File: src/hdl/fpuir_pkg.sv
// Package for the floating-point underflow and inexact response block.
// Holds register offsets, field positions, reset values and format data.
// Assumes a 32-bit AXI4-Lite register bus with byte addressing.
package fpuir_pkg;

  // Register bus widths
  localparam int ADDR_W = 8;
  localparam int DATA_W = 32;

  // Register byte offsets
  localparam logic [7:0] CTRL_OFF   = 8'h00;
  localparam logic [7:0] STATUS_OFF = 8'h04;
  localparam logic [7:0] IMASK_OFF  = 8'h08;
  localparam logic [7:0] RES_LO_OFF = 8'h0c;
  localparam logic [7:0] RES_HI_OFF = 8'h10;

  // Control fields: exception masks and rounding mode
  localparam int UF_MASK_BIT = 0;
  localparam int PE_MASK_BIT = 1;
  localparam int OF_MASK_BIT = 2;
  localparam int RND_LSB     = 3;
  localparam int CTRL_W      = 5;
  localparam logic [4:0] CTRL_RESET = 5'h07;

  // Status and interrupt mask fields (same layout)
  localparam int UF_BIT  = 0;
  localparam int PE_BIT  = 1;
  localparam int OF_BIT  = 2;
  localparam int EXC_BIT = 3;
  localparam int STAT_W  = 4;
  localparam logic [3:0] STATUS_RESET = 4'h0;
  localparam logic [3:0] IMASK_RESET  = 4'h0;

  // Rounding mode encodings
  localparam logic [1:0] RND_NEAREST = 2'h0;
  localparam logic [1:0] RND_DOWN    = 2'h1;
  localparam logic [1:0] RND_UP      = 2'h2;
  localparam logic [1:0] RND_ZERO    = 2'h3;

  // Bus responses
  localparam logic [1:0] RESP_OKAY   = 2'h0;
  localparam logic [1:0] RESP_SLVERR = 2'h2;

  // Floating-point formats and scale factors for trapped results
  localparam int SGL_EXP_W  = 8;
  localparam int SGL_FRAC_W = 23;
  localparam int SGL_BIAS   = 127;
  localparam int SGL_SCALE  = 192;
  localparam int DBL_EXP_W  = 11;
  localparam int DBL_FRAC_W = 52;
  localparam int DBL_BIAS   = 1023;
  localparam int DBL_SCALE  = 1536;

  // Operation class of the incoming result
  typedef enum logic [3:0] {
    OP_ADD, OP_SUB, OP_ADDSUB, OP_HADD, OP_HSUB,
    OP_MUL, OP_DIV, OP_SQRT, OP_NARROW, OP_INT_CONV
  } fpuir_op_type;

endpackage

File: src/hdl/fpuir_fmt.sv
// Per-format packing of an unbounded-exponent rounded result.
// Combinational; the top instantiates it once per precision.
`timescale 1ns/1ps
module fpuir_fmt
#(
  parameter int EXP_W  = 8,
  parameter int FRAC_W = 23,
  parameter int BIAS   = 127,
  parameter int SCALE  = 192
)
(
  sign,
  exp_in,
  frac_in,
  is_zero,
  rnd_mode,
  tiny,
  huge,
  plain_word,
  uf_scaled,
  of_scaled,
  of_masked
);
  import fpuir_pkg::*;
  input  wire logic               sign;
  input  wire logic signed [15:0] exp_in;
  input  wire logic [51:0]        frac_in;
  input  wire logic               is_zero;
  input  wire logic [1:0]         rnd_mode;
  output logic                    tiny;
  output logic                    huge;
  output logic [63:0]             plain_word;
  output logic [63:0]             uf_scaled;
  output logic [63:0]             of_scaled;
  output logic [63:0]             of_masked;

  localparam int WW = 1 + EXP_W + FRAC_W;
  localparam logic signed [15:0] B_S    = 16'(BIAS);
  localparam logic signed [15:0] SC_S   = 16'(SCALE);
  localparam logic signed [15:0] MIN_E  = 16'(1 - BIAS);
  localparam logic [EXP_W-1:0]   E_ONES = '1;
  localparam logic [EXP_W-1:0]   E_MAX  = E_ONES - 1'b1;

  logic [FRAC_W-1:0] frac;     // Fraction at this precision
  logic signed [15:0] e_plain; // Biased exponent, bounded range
  logic signed [15:0] e_up;    // Biased exponent after upscaling
  logic signed [15:0] e_dn;    // Biased exponent after downscaling
  logic [WW-1:0]     inf_w;    // Signed infinity
  logic [WW-1:0]     max_w;    // Signed largest finite value
  logic              to_inf;   // Masked overflow rounds to infinity

  assign frac    = frac_in[51 -: FRAC_W];
  assign e_plain = exp_in + B_S;
  assign e_up    = exp_in + SC_S + B_S;
  assign e_dn    = exp_in - SC_S + B_S;

  // Tiny after rounding with unbounded exponent; huge past max finite
  assign tiny = !is_zero && (exp_in < MIN_E);   // [RULE_01] [RULE_02]
  assign huge = !is_zero && (exp_in > B_S);

  assign plain_word = 64'({sign, is_zero ? {EXP_W{1'b0}} : e_plain[EXP_W-1:0],
                           frac});
  // Underflow trap result scaled up by two to the SCALE
  assign uf_scaled  = 64'({sign, e_up[EXP_W-1:0], frac});       // [RULE_06]
  assign of_scaled  = 64'({sign, e_dn[EXP_W-1:0], frac});

  assign inf_w = {sign, E_ONES, {FRAC_W{1'b0}}};
  assign max_w = {sign, E_MAX, {FRAC_W{1'b1}}};

  // Direction of masked overflow per rounding mode and sign
  always_comb
  begin
    case (rnd_mode)
      RND_NEAREST: to_inf = 1'b1;                              // [RULE_15]
      RND_DOWN:    to_inf = sign;
      RND_UP:      to_inf = !sign;
      RND_ZERO:    to_inf = 1'b0;
      default:     to_inf = 1'b1;
    endcase
  end

  assign of_masked = 64'(to_inf ? inf_w : max_w);

endmodule

File: src/hdl/fpuir_top.sv
// Floating-point underflow / inexact response unit with AXI4-Lite regs.
// Assumes an upstream rounder supplies the unbounded-exponent result and
// the bounded (denormalised) result, one operation per op_valid cycle.
//
// Functional notes
// [RULE_01] Single underflow: rounded result below min normal
// [RULE_02] Double underflow: rounded result below min normal
// [RULE_03] Underflow for arithmetic and narrowing, not sqrt
// [RULE_04] Masked single underflow: bounded result, flags if inexact
// [RULE_05] Masked double underflow: bounded result, flags if inexact
// [RULE_06] Unmasked underflow: scale up by 2^192 or 2^1536
// [RULE_07] Unmasked underflow: underflow always, inexact if inexact
// [RULE_08] Inexact raised whenever result not exactly representable
// [RULE_09] Masked inexact: bounded rounded result, inexact flag set
// [RULE_10] Inexact may join masked underflow or overflow
// [RULE_11] Unmasked inexact only without unmasked under/overflow
// [RULE_12] With masked overflow: overflow flag, masked overflow result
// [RULE_13] With masked underflow: underflow flag, masked underflow result
// [RULE_14] Otherwise bounded rounded result and inexact flag
// [RULE_15] Masked overflow, nearest: signed infinity, overflow+inexact
// [RULE_16] Mask bits pick response; unmasked signals exception
// [RULE_17] Status flags stay set until software clears
//
// Decided for this implementation: the address map and the AXI4-Lite interface to the registers.
`timescale 1ns/1ps
module fpuir_top
(
  ref_clk,
  rstn,
  s_axi_awaddr,
  s_axi_awvalid,
  s_axi_awready,
  s_axi_wdata,
  s_axi_wstrb,
  s_axi_wvalid,
  s_axi_wready,
  s_axi_bresp,
  s_axi_bvalid,
  s_axi_bready,
  s_axi_araddr,
  s_axi_arvalid,
  s_axi_arready,
  s_axi_rdata,
  s_axi_rresp,
  s_axi_rvalid,
  s_axi_rready,
  op_valid,
  op_double,
  op_kind,
  op_sign,
  op_exp,
  op_frac,
  op_zero,
  op_inexact,
  op_bounded,
  op_bounded_inexact,
  res_valid,
  res_data,
  res_underflow,
  res_inexact,
  res_overflow,
  fp_exception,
  irq
);
  import fpuir_pkg::*;
  input  wire logic                   ref_clk;
  input  wire logic                   rstn;
  input  wire logic [7:0]             s_axi_awaddr;
  input  wire logic                   s_axi_awvalid;
  output logic                        s_axi_awready;
  input  wire logic [31:0]            s_axi_wdata;
  input  wire logic [3:0]             s_axi_wstrb;
  input  wire logic                   s_axi_wvalid;
  output logic                        s_axi_wready;
  output logic [1:0]                  s_axi_bresp;
  output logic                        s_axi_bvalid;
  input  wire logic                   s_axi_bready;
  input  wire logic [7:0]             s_axi_araddr;
  input  wire logic                   s_axi_arvalid;
  output logic                        s_axi_arready;
  output logic [31:0]                 s_axi_rdata;
  output logic [1:0]                  s_axi_rresp;
  output logic                        s_axi_rvalid;
  input  wire logic                   s_axi_rready;
  input  wire logic                   op_valid;
  input  wire logic                   op_double;
  input  wire fpuir_pkg::fpuir_op_type op_kind;
  input  wire logic                   op_sign;
  input  wire logic signed [15:0]     op_exp;
  input  wire logic [51:0]            op_frac;
  input  wire logic                   op_zero;
  input  wire logic                   op_inexact;
  input  wire logic [63:0]            op_bounded;
  input  wire logic                   op_bounded_inexact;
  output logic                        res_valid;
  output logic [63:0]                 res_data;
  output logic                        res_underflow;
  output logic                        res_inexact;
  output logic                        res_overflow;
  output logic                        fp_exception;
  output logic                        irq;

  // Register state
  logic [CTRL_W-1:0] ctrl_reg, ctrl_next;       // Masks and rounding
  logic [STAT_W-1:0] status_reg, status_next;   // Sticky flags
  logic [STAT_W-1:0] imask_reg, imask_next;     // Interrupt enables
  logic              irq_reg, irq_next;         // Interrupt level
  // Bus slave state
  logic              aw_got_reg, aw_got_next;   // Write address held
  logic              w_got_reg, w_got_next;     // Write data held
  logic [7:0]        awaddr_reg, awaddr_next;
  logic [31:0]       wdata_reg, wdata_next;
  logic [3:0]        wstrb_reg, wstrb_next;
  logic              awready_reg, awready_next;
  logic              wready_reg, wready_next;
  logic              bvalid_reg, bvalid_next;
  logic [1:0]        bresp_reg, bresp_next;
  logic              arready_reg, arready_next;
  logic              rvalid_reg, rvalid_next;
  logic [31:0]       rdata_reg, rdata_next;
  logic [1:0]        rresp_reg, rresp_next;
  // Result stage state
  logic              rv_reg, rv_next;
  logic [63:0]       rd_reg, rd_next;
  logic              ruf_reg, ruf_next;
  logic              rpe_reg, rpe_next;
  logic              rof_reg, rof_next;
  logic              rexc_reg, rexc_next;

  // Format unit outputs
  logic        s_tiny, s_huge, d_tiny, d_huge;
  logic [63:0] s_plain, s_ufs, s_ofs, s_ofm;
  logic [63:0] d_plain, d_ufs, d_ofs, d_ofm;

  // Single precision packing
  fpuir_fmt #(.EXP_W(SGL_EXP_W), .FRAC_W(SGL_FRAC_W),
              .BIAS(SGL_BIAS), .SCALE(SGL_SCALE)) u_sgl
  (
    .sign       (op_sign),
    .exp_in     (op_exp),
    .frac_in    (op_frac),
    .is_zero    (op_zero),
    .rnd_mode   (ctrl_reg[RND_LSB +: 2]),
    .tiny       (s_tiny),
    .huge       (s_huge),
    .plain_word (s_plain),
    .uf_scaled  (s_ufs),
    .of_scaled  (s_ofs),
    .of_masked  (s_ofm)
  );

  // Double precision packing
  fpuir_fmt #(.EXP_W(DBL_EXP_W), .FRAC_W(DBL_FRAC_W),
              .BIAS(DBL_BIAS), .SCALE(DBL_SCALE)) u_dbl
  (
    .sign       (op_sign),
    .exp_in     (op_exp),
    .frac_in    (op_frac),
    .is_zero    (op_zero),
    .rnd_mode   (ctrl_reg[RND_LSB +: 2]),
    .tiny       (d_tiny),
    .huge       (d_huge),
    .plain_word (d_plain),
    .uf_scaled  (d_ufs),
    .of_scaled  (d_ofs),
    .of_masked  (d_ofm)
  );

  // Response selection for one operation
  logic uf_cond, of_cond, uf_m, of_m, pe_m, uf_ok, is_int;
  always_comb
  begin
    is_int  = (op_kind == OP_INT_CONV);
    uf_ok   = (op_kind != OP_SQRT) && !is_int;                // [RULE_03]
    uf_cond = uf_ok && (op_double ? d_tiny : s_tiny);
    of_cond = !is_int && (op_double ? d_huge : s_huge);
    uf_m    = ctrl_reg[UF_MASK_BIT];                          // [RULE_16]
    pe_m    = ctrl_reg[PE_MASK_BIT];
    of_m    = ctrl_reg[OF_MASK_BIT];
    rv_next   = op_valid;
    rd_next   = rd_reg;
    ruf_next  = 1'b0;
    rpe_next  = 1'b0;
    rof_next  = 1'b0;
    rexc_next = 1'b0;
    if (op_valid)
    begin
      if (uf_cond && !uf_m)
      begin
        // Trapped underflow: scaled result, underflow always
        rd_next   = op_double ? d_ufs : s_ufs;                // [RULE_06]
        ruf_next  = 1'b1;                                     // [RULE_07]
        rpe_next  = op_inexact;                               // [RULE_07]
        rexc_next = 1'b1;                                     // [RULE_16]
      end
      else if (of_cond && !of_m)
      begin
        // Trapped overflow: scaled down result
        rd_next   = op_double ? d_ofs : s_ofs;
        rof_next  = 1'b1;
        rpe_next  = op_inexact;
        rexc_next = 1'b1;
      end
      else if (uf_cond)
      begin
        // Masked underflow: bounded result, flags only if inexact
        rd_next   = op_bounded;                       // [RULE_04] [RULE_05]
        ruf_next  = op_bounded_inexact;               // [RULE_13]
        rpe_next  = op_bounded_inexact;               // [RULE_10]
        rexc_next = op_bounded_inexact && !pe_m;      // [RULE_11]
      end
      else if (of_cond)
      begin
        // Masked overflow: infinity or largest finite by rounding
        rd_next   = op_double ? d_ofm : s_ofm;        // [RULE_15] [RULE_12]
        rof_next  = 1'b1;                             // [RULE_12]
        rpe_next  = 1'b1;                             // [RULE_10]
        rexc_next = !pe_m;                            // [RULE_11]
      end
      else
      begin
        // No range problem: bounded rounded result
        rd_next   = is_int ? op_bounded
                  : (op_double ? d_plain : s_plain);  // [RULE_09] [RULE_14]
        rpe_next  = op_inexact;                       // [RULE_08]
        rexc_next = op_inexact && !pe_m;              // [RULE_11] [RULE_16]
      end
    end
  end

  // Result stage registers
  always_ff @(posedge ref_clk or negedge rstn)
  begin
    if (!rstn)
    begin
      rv_reg   <= 1'b0;
      rd_reg   <= 64'h0;
      ruf_reg  <= 1'b0;
      rpe_reg  <= 1'b0;
      rof_reg  <= 1'b0;
      rexc_reg <= 1'b0;
    end
    else
    begin
      rv_reg   <= rv_next;
      rd_reg   <= rd_next;
      ruf_reg  <= ruf_next;
      rpe_reg  <= rpe_next;
      rof_reg  <= rof_next;
      rexc_reg <= rexc_next;
    end
  end

  // Bus slave and register file next state
  logic        wr_do, wr_hit, aw_take, w_take, ar_take;
  logic [31:0] bmask;
  logic [STAT_W-1:0] st_set, st_clr;
  always_comb
  begin
    aw_take = s_axi_awvalid && awready_reg;
    w_take  = s_axi_wvalid && wready_reg;
    ar_take = s_axi_arvalid && arready_reg;
    aw_got_next = aw_got_reg || aw_take;
    w_got_next  = w_got_reg || w_take;
    awaddr_next = aw_take ? s_axi_awaddr : awaddr_reg;
    wdata_next  = w_take ? s_axi_wdata : wdata_reg;
    wstrb_next  = w_take ? s_axi_wstrb : wstrb_reg;
    bmask = {{8{wstrb_reg[3]}}, {8{wstrb_reg[2]}},
             {8{wstrb_reg[1]}}, {8{wstrb_reg[0]}}};
    wr_do  = aw_got_reg && w_got_reg && !bvalid_reg;
    wr_hit = (awaddr_reg == CTRL_OFF) || (awaddr_reg == STATUS_OFF)
          || (awaddr_reg == IMASK_OFF);
    bvalid_next = bvalid_reg && !s_axi_bready;
    bresp_next  = bresp_reg;
    ctrl_next   = ctrl_reg;
    imask_next  = imask_reg;
    st_clr      = '0;
    if (wr_do)
    begin
      aw_got_next = 1'b0;
      w_got_next  = 1'b0;
      bvalid_next = 1'b1;
      bresp_next  = wr_hit ? RESP_OKAY : RESP_SLVERR;
      if (awaddr_reg == CTRL_OFF)
        ctrl_next = (ctrl_reg & ~bmask[CTRL_W-1:0])
                  | (wdata_reg[CTRL_W-1:0] & bmask[CTRL_W-1:0]);
      if (awaddr_reg == IMASK_OFF)
        imask_next = (imask_reg & ~bmask[STAT_W-1:0])
                   | (wdata_reg[STAT_W-1:0] & bmask[STAT_W-1:0]);
      if (awaddr_reg == STATUS_OFF)
        st_clr = wdata_reg[STAT_W-1:0] & bmask[STAT_W-1:0];
    end
    awready_next = !aw_got_next && !bvalid_next;
    wready_next  = !w_got_next && !bvalid_next;
    // Sticky flags: new events win over a same-cycle clear
    st_set = '0;
    st_set[UF_BIT]  = ruf_reg;
    st_set[PE_BIT]  = rpe_reg;
    st_set[OF_BIT]  = rof_reg;
    st_set[EXC_BIT] = rexc_reg;
    status_next = (status_reg & ~st_clr) | st_set;            // [RULE_17]
    irq_next    = |(status_next & imask_next);
    // Read channel: answer one cycle after address is taken
    rvalid_next = rvalid_reg && !s_axi_rready;
    rdata_next  = rdata_reg;
    rresp_next  = rresp_reg;
    if (ar_take)
    begin
      rvalid_next = 1'b1;
      rresp_next  = RESP_OKAY;
      case (s_axi_araddr)
        CTRL_OFF:   rdata_next = 32'(ctrl_reg);
        STATUS_OFF: rdata_next = 32'(status_reg);
        IMASK_OFF:  rdata_next = 32'(imask_reg);
        RES_LO_OFF: rdata_next = rd_reg[31:0];
        RES_HI_OFF: rdata_next = rd_reg[63:32];
        default:
        begin
          rdata_next = 32'h0;
          rresp_next = RESP_SLVERR;
        end
      endcase
    end
    arready_next = !rvalid_next;
  end

  // Bus slave and register file registers
  always_ff @(posedge ref_clk or negedge rstn)
  begin
    if (!rstn)
    begin
      ctrl_reg    <= CTRL_RESET;
      status_reg  <= STATUS_RESET;
      imask_reg   <= IMASK_RESET;
      irq_reg     <= 1'b0;
      aw_got_reg  <= 1'b0;
      w_got_reg   <= 1'b0;
      awaddr_reg  <= 8'h0;
      wdata_reg   <= 32'h0;
      wstrb_reg   <= 4'h0;
      awready_reg <= 1'b0;
      wready_reg  <= 1'b0;
      bvalid_reg  <= 1'b0;
      bresp_reg   <= 2'h0;
      arready_reg <= 1'b0;
      rvalid_reg  <= 1'b0;
      rdata_reg   <= 32'h0;
      rresp_reg   <= 2'h0;
    end
    else
    begin
      ctrl_reg    <= ctrl_next;
      status_reg  <= status_next;
      imask_reg   <= imask_next;
      irq_reg     <= irq_next;
      aw_got_reg  <= aw_got_next;
      w_got_reg   <= w_got_next;
      awaddr_reg  <= awaddr_next;
      wdata_reg   <= wdata_next;
      wstrb_reg   <= wstrb_next;
      awready_reg <= awready_next;
      wready_reg  <= wready_next;
      bvalid_reg  <= bvalid_next;
      bresp_reg   <= bresp_next;
      arready_reg <= arready_next;
      rvalid_reg  <= rvalid_next;
      rdata_reg   <= rdata_next;
      rresp_reg   <= rresp_next;
    end
  end

  // Outputs straight from flops
  assign s_axi_awready = awready_reg;
  assign s_axi_wready  = wready_reg;
  assign s_axi_bvalid  = bvalid_reg;
  assign s_axi_bresp   = bresp_reg;
  assign s_axi_arready = arready_reg;
  assign s_axi_rvalid  = rvalid_reg;
  assign s_axi_rdata   = rdata_reg;
  assign s_axi_rresp   = rresp_reg;
  assign res_valid     = rv_reg;
  assign res_data      = rd_reg;
  assign res_underflow = ruf_reg;
  assign res_inexact   = rpe_reg;
  assign res_overflow  = rof_reg;
  assign fp_exception  = rexc_reg;
  assign irq           = irq_reg;

endmodule

File: config.mk
export PLATFORM = sky130hd
export DESIGN_NAME = fpuir_top
export DESIGN_NICKNAME = d
export VERILOG_FILES = /design/src/hdl/fpuir_pkg.sv /design/src/hdl/fpuir_fmt.sv /design/src/hdl/fpuir_top.sv
export SDC_FILE = /design/constraint.sdc
export NUM_CORES = 1
export LEC_CHECK = 0
export BUFFER_PORTS_ARGS = -buffer_cell sky130_fd_sc_hd__buf_4
export CORE_MARGIN = 3
export CORE_UTILIZATION = 25
export DETAILED_ROUTE_END_ITERATION = 6
export SLEW_MARGIN = 20
export SYNTH_ARGS = -nofsm -noshare
export SYNTH_HDL_FRONTEND = slang
export SYNTH_SLANG_ARGS = --single-unit
File: constraint.sdc
create_clock -name ref_clk -period 2.4 [get_ports ref_clk]
set_input_delay 0.48 -clock ref_clk [delete_from_list [all_inputs] [get_ports ref_clk]]
set_output_delay 0.48 -clock ref_clk [all_outputs]
set_load 0.005 [all_outputs]
Word level (Yosys, flattened, before mapping)
Index checks and enable logic that the tools add are counted.
{"block": "totals", "ff_bits": 140, "input_bits": 201, "output_inout_bits": 111, "word_cells": 149}
{"block": "op_classes", "addsub": 10, "order_cmp": 4, "eq_ne": 11, "n_mux": 46, "bitwise_logic": 12, "n_reduce_logical": 43}
{"operator": "64-bit two-way mux", "count": 9}
{"operator": "32-bit case mux with 5 select lines", "count": 1}
{"operator": "53-bit two-way mux", "count": 1}
{"operator": "11-bit adder (second input constant)", "count": 3}
{"operator": "1-bit two-way mux", "count": 25}
{"operator": "8-bit adder (second input constant)", "count": 3}
{"operator": "8-bit by 4-bit == test with 1-bit output (second input constant)", "count": 3}
{"operator": "24-bit two-way mux", "count": 1}
{"operator": "1-bit logical AND", "count": 20}
{"operator": "4-bit bitwise AND", "count": 4}
{"operator": "8-bit by 3-bit == test with 1-bit output (second input constant)", "count": 2}
{"operator": "16-bit by 11-bit greater-than comparator with 1-bit output (second input constant)", "count": 1}
{"operator": "16-bit by 8-bit greater-than comparator with 1-bit output (second input constant)", "count": 1}
{"operator": "8-bit logical NOT", "count": 2}
{"operator": "16-bit by 11-bit < comparator with 1-bit output (second input constant)", "count": 1}
{"operator": "16-bit by 8-bit < comparator with 1-bit output (second input constant)", "count": 1}
{"operator": "4-bit two-way mux", "count": 4}
{"operator": "1-bit logical NOT", "count": 13}
{"operator": "11-bit by 10-bit adder with 11-bit output (second input constant)", "count": 1}
{"operator": "11-bit two-way mux", "count": 1}
{"operator": "11-bit by 10-bit subtractor with 11-bit output (second input constant)", "count": 1}
{"operator": "5-bit bitwise AND", "count": 2}
{"operator": "8-bit by 7-bit adder with 8-bit output (second input constant)", "count": 1}
{"operator": "8-bit by 5-bit == test with 1-bit output (second input constant)", "count": 1}
{"operator": "17 further kinds", "count": 24}

Logic depth before layout (Yosys ltp)
{"block": "depth", "word_depth": 9, "ltp_mapped": 10, "mapped_depth_nobuf": 9}

Hierarchy
Synthesis repeated with hierarchy kept, for this count alone.
{"block": "hier_totals", "hier_cells": 1749, "area_unflattened_um2": 15414.8}
{"mod": "fpuir_top", "n_inst": 1, "cells_each": 1171, "area_per_inst_um2": 11174.5, "seq_area_each_um2": 3457.1}
{"mod": "fpuir_fmt at u_dbl", "n_inst": 1, "cells_each": 294, "area_per_inst_um2": 2143.3, "seq_area_each_um2": 0.0}
{"mod": "fpuir_fmt at u_sgl", "n_inst": 1, "cells_each": 284, "area_per_inst_um2": 2097.0, "seq_area_each_um2": 0.0}

Worst setup path after synthesis
OpenSTA, ideal clock, no wires.
{"block": "synth_path", "path_type": "input -> register", "from": "input port op_kind[2]", "to": "register rd_reg[32] (netlist: res_data[32])", "setup_time_ns": 0.126, "arrival_ns": 2.116, "required_time_ns": 2.274, "slack_ns": 0.158, "stages": 8, "cell_sequence": "and4bb_1 > buf_6 > or3_4 > or3_4 > buf_6 > o2111ai_1 > a21oi_1 > a221o_1"}
{"block": "synth_between", "elab_chain_cells": 7}
{"item": "start, declared", "line_no": "fpuir_top.sv:87", "source": "input wire fpuir_pkg::fpuir_op_type op_kind;"}
{"item": "4-bit == test", "line_no": "fpuir_top.sv:173", "source": "is_int = (op_kind == OP_INT_CONV);"}
{"item": "1-bit logical NOT", "line_no": "fpuir_top.sv:174, fpuir_top.sv:176"}
{"item": "1-bit logical AND, on equally long branches", "line_no": "fpuir_top.sv:176, fpuir_top.sv:174"}
{"item": "64-bit two-way mux / 1-bit logical AND (equally long branches)", "line_no": "fpuir_top.sv:212, fpuir_top.sv:175"}
{"item": "64-bit two-way mux", "line_no": "fpuir_top.sv:204", "source": "else if (uf_cond)"}
{"item": "64-bit two-way mux", "line_no": "fpuir_top.sv:196", "source": "else if (of_cond && !of_m)"}
{"item": "64-bit two-way mux *", "line_no": "fpuir_top.sv:188", "source": "if (uf_cond && !uf_m)"}
{"item": "end signal, assigned", "line_no": "fpuir_top.sv:246", "source": "rd_reg <= rd_next;"}
{"item": "end, declared", "line_no": "fpuir_top.sv:124", "source": "logic [63:0] rd_reg, rd_next;"}
Mark *: on every way between the ends. The rest lies on a longest branch, timed or not.
A chain may end at the register's enable or synchronous reset.

Worst setup path in the final report
{"block": "layout_path", "from": "input port op_exp[0]", "to": "register rd_reg[61] (netlist: res_data[61])"}
{"block": "layout_between", "elab_chain_cells": 8}
{"item": "start, declared", "line_no": "fpuir_top.sv:89", "source": "input wire logic signed [15:0] op_exp;"}
{"item": "parallel branches: the longest is 7 deep, another holds 11-bit by 10-bit subtractor with 11-bit output"}
{"item": "64-bit two-way mux *", "line_no": "fpuir_top.sv:188"}
Every way passes the cells marked *.

==> results by group <==
Pwr
  • PD cells: 636 mW/mm2
  • Psw: roughly 2.5 mW
  • Internal power: approximately 5.3 mW
  • Seq pwr share: 39.2%
  • Switching Fraction: around a third
  • Logic pwr share: between 20 and 30%
  • Max VDD drop: 0.532 mV
  • Clk network pwr share: 33.9%
  • Lkg Pwr: approximately 5.5 nW

Timing
  • Period utilization: 88.1%
  • Min Tclk post-route: about 2.1 ns
  • RSZ-0062 raised after global routing: false
  • Skew final: roughly 0.012 ns
  • Max-slew violation count: 0
  • Max frequency: roughly 470 MHz
  • Endpoints failing setup: 0
  • Slew @ Worst Pin: approximately 0.56 ns
  • Slew margin rel.: 62.6%
  • Final Hold Fails: 0

Finish
  • Non-Filler Instances: 1723
  • Share of cells above drive strength 1: a little under two fifths
  • Fillers: 3452
  • Multi-input gate area: about 0.0045 mm2
  • Area Overhead vs Synth: 44.8%
  • Net count, final: about 1500
  • Number of flip-flops in the largest register: 64
  • Fin util: 37.2%
  • Reg area: ~0.0035 mm2
  • Ant diodes: 0

CTS
  • Clock sinks: roughly 140
  • CTS root buf: clkbuf_16
  • Cts bufs inserted: 17
  • Postcts setup bufs: 0
  • CTS tree: built
  • Depth of the CTS H-tree: 4
  • Clk_lat worst skew: roughly 0.44 ns
  • Max clock buf depth: 2
  • Clk slew on worst S/H paths: ~0.070 ns

Yosys
  • Post-synthesis xor/xnor area fraction: 1.03%
  • Avg Cell Area, Syn: approximately 8.9 um2
  • EDFF count, synth: 0
  • Main synth FF type: dfrtp_1
  • Post-synthesis sequential area ratio: 40.7%
  • Synth Area in Simple Gates: approximately 16%
  • Syn Std Cell Area: between 0.008 and 0.009 mm2
  • Synth async-reset ratio: between 90% and 100%
  • Yosys reg bits: 138
  • Post-Synthesis Cells: between 900 and 1000
  • Number of library cell types mapped by synthesis: between 60 and 70
  • Adder-cell area share of the yosys netlist: 0.589%
  • Synth Area in Compound Gates: 28.3%
  • Post-synthesis mux area share: roughly 6.5%
  • Largest family of logic cells by synthesized area: compound AO/OA/AOI/OAI gates
  • Synth warn: 0

Detailed routing
  • Wire per inst: 21.9 um
  • DRT antenna net count: 0
  • DRT iter0 DRCs: around 750
  • Routed WL: between 30000 and 40000 um
  • Via/cell ratio: between 5 and 6
  • Total number of vias: 9199
  • 1st-pass router iterations: 5
  • DRC: 0

Placement
  • Placed Cells incl. Taps: around 1700
  • Port Buf Inserts: approximately 280
  • Post-DP HPWL: around 28000 um
  • Placer Congestion: 0.920

Die
  • Die Area: 0.0362 mm2
  • Core ar.: 0.0330 mm2
  • Site Rows: 66
  • Chip Width: roughly 190 um
  • Die height: 190 um
  • Initial Utilization: 25.7%
  • I/O Pins: 312

Critical path
  • CP max FO: 4
  • WP data required: around 2.8 ns
  • Critical path startpoint category: input pin
  • CP Class: input pin to flip-flop
  • Data arrival, critical path: 2.46 ns
  • Critical Path Sink Type: flip-flop

Global routing
  • Largest net degree at the start of global routing: 61
  • Global route total overflow: 0
  • Global-route wire length before repair: approximately 57000 um
  • Antenna violations before repair: 0
  • Tot GR Track Use: 20.5%
  • Vias in the first global route: ~9100

Hold path
  • Hold Crit Class: input pin to flip-flop

Run
  • Max cap viols: 0

Run status
  • Status: finished, final reports clean
[repair_timing]
item                      CTS  global route
hold endpoints to repair   32             0
gates resized for setup     0             0
hold buffers                1             0
[layout by cell type, fill, tap and decap left out, types with 7 or more instances in the layout]
| cell | synthesis | routed |
|---|---|---|
| nand3_1 | 33 | 33 |
| o21ai_0 | 57 | 57 |
| a21oi_2 | 12 | 11 |
| buf_12 | 0 | 18 |
| a31oi_1 | 13 | 13 |
| nor2_1 | 62 | 60 |
| nor3_1 | 7 | 7 |
| o2111ai_1 | 24 | 24 |
| o221ai_1 | 8 | 8 |
| dfrtp_1 | 135 | 135 |
| a22oi_1 | 57 | 57 |
| o31ai_1 | 25 | 25 |
| mux2i_1 | 24 | 24 |
| a21o_1 | 7 | 7 |
| mux2_2 | 28 | 28 |
| nor4_1 | 24 | 24 |
| nand2_1 | 123 | 122 |
| clkbuf_16 | 0 | 17 |
| a221oi_1 | 23 | 23 |
| inv_1 | 34 | 33 |
| buf_4 | 3 | 356 |
| a221o_1 | 21 | 21 |
| a21oi_1 | 58 | 58 |
[routing by layer]
layer / vias up / routed length [um] / share of wire, % / global-route usage (%)
li1: 4235 / - / - / -
met1: 4442 / 16700 / 44 / 28.5
met2: 473 / 17100 / 45 / 31.8
met3: 49 / 3240 / 8.6 / 5.28
met4: 0 / 686 / 1.8 / 5.53
met5: - / 0 / 0 / 0
[Yosys cell counts (3+ instances only)]
| cell | number | area (um2) |
|---|---|---|
| o31ai_1 | 25 | 188 |
| ha_1 | 4 | 50.1 |
| o22ai_1 | 5 | 31.3 |
| nand2b_1 | 5 | 31.3 |
| a21oi_1 | 58 | 290 |
| a22oi_1 | 57 | 428 |
| buf_2 | 21 | 105 |
| mux2_2 | 28 | 315 |
| a222oi_1 | 4 | 40.0 |
| buf_4 | 3 | 22.5 |
| xor2_1 | 5 | 43.8 |
| mux2i_1 | 24 | 240 |
| o221ai_1 | 8 | 70.1 |
| and2_1 | 3 | 18.8 |
| buf_6 | 7 | 78.8 |
| nor4_1 | 24 | 150 |
| o211ai_1 | 6 | 45.0 |
| o21ai_1 | 4 | 20.0 |
| a21oi_2 | 12 | 105 |
| or3_4 | 3 | 33.8 |
| inv_1 | 34 | 128 |
| nand3_1 | 33 | 165 |
| dfrtp_1 | 135 | 3380 |
| nor3_2 | 3 | 30.0 |
| o2111ai_1 | 24 | 210 |
| a221oi_1 | 23 | 201 |
| xnor2_1 | 5 | 43.8 |
| a221o_1 | 21 | 210 |
| nor2_1 | 62 | 233 |
| a31oi_1 | 13 | 81.3 |
| clkbuf_1 | 53 | 199 |
| a21o_1 | 7 | 52.6 |
| nor3b_1 | 3 | 22.5 |
| nor3_1 | 7 | 35.0 |
| and3_1 | 5 | 31.3 |
| o21ai_0 | 57 | 285 |
| nand2_1 | 123 | 462 |
| dfstp_2 | 3 | 78.8 |
[power by group through the flow]
stage | clock [mW] | sequential, mW | combinational [mW]
5_1_grt | 2.84 | 3.12 | 2.29
3_3_place_gp | 0 | 3.10 | 2.07
3_5_place_dp | 0 | 3.11 | 2.10
4_1_cts | 2.74 | 3.07 | 2.11
6_report | 2.65 | 3.07 | 2.10
2_1_floorplan | 0 | 2.99 | 0.993
[final cells by class]
class                           count  area share (%)
Clock buffer                       19            3.60
Inverter                           35            1.07
Clock inverter                     13            1.08
Tap cell                          442            4.50
Timing Repair Buffer              376            24.8
Sequential cell                   138            28.1
Multi-Input combinational cell    700            36.8
[per-stage QoR]
stage	total power, mW	cell area [um2]	setup TNS, ns	setup slack [ns]	hold slack [ns]
final	7.82	12300	0	0.285	0.238
after global routing	8.25	12300	0	0.0260	0.218
after CTS	7.92	12300	0	0.202	0.219
after detailed placement	5.21	11700	-2.45	-0.121	0.398
after global placement	5.17	11700	-1.46	-0.117	0.402
after floorplan	3.99	8500	0	0.158	0.184
[cells by family after synthesis]
| kind of cell | after synthesis |
|---|---|
| AND/OR/NAND/NOR | 292 |
| other | 1 |
| multiplexers | 52 |
| adder cells (fa/ha/maj) | 4 |
| XOR/XNOR | 10 |
| AO/OA/AOI/OAI | 340 |
| buffers and inverters | 120 |
| flip-flops | 138 |
[critical path, stage by stage]
cell and delay [ns]:
buf_4 0.11, or4_1 0.63, nor4b_1 0.40, xor2_1 0.29, o211ai_1 0.14, a21oi_1 0.23
o21ai_0 0.10, o221ai_1 0.08
[worst paths after layout]
kind / startpoint / endpoint / slack, ns / cells after the start
worst max-delay path: op_exp[0] / res_data[61] / 0.28 / 8
worst min-delay path: op_valid / res_valid / 0.24 / 1
worst max register to register: flip-flop / res_data[47] / 0.30 / 6
worst min register to register: w_got_reg / s_axi_wready / 0.46 / 1
max in group asynchronous: rstn / asynchronous set/reset pin / 1.19 / 3
min in group asynchronous: rstn / s_axi_rdata[8] / 0.51 / 2
Note: power is estimated with default switching activity, not from simulation.
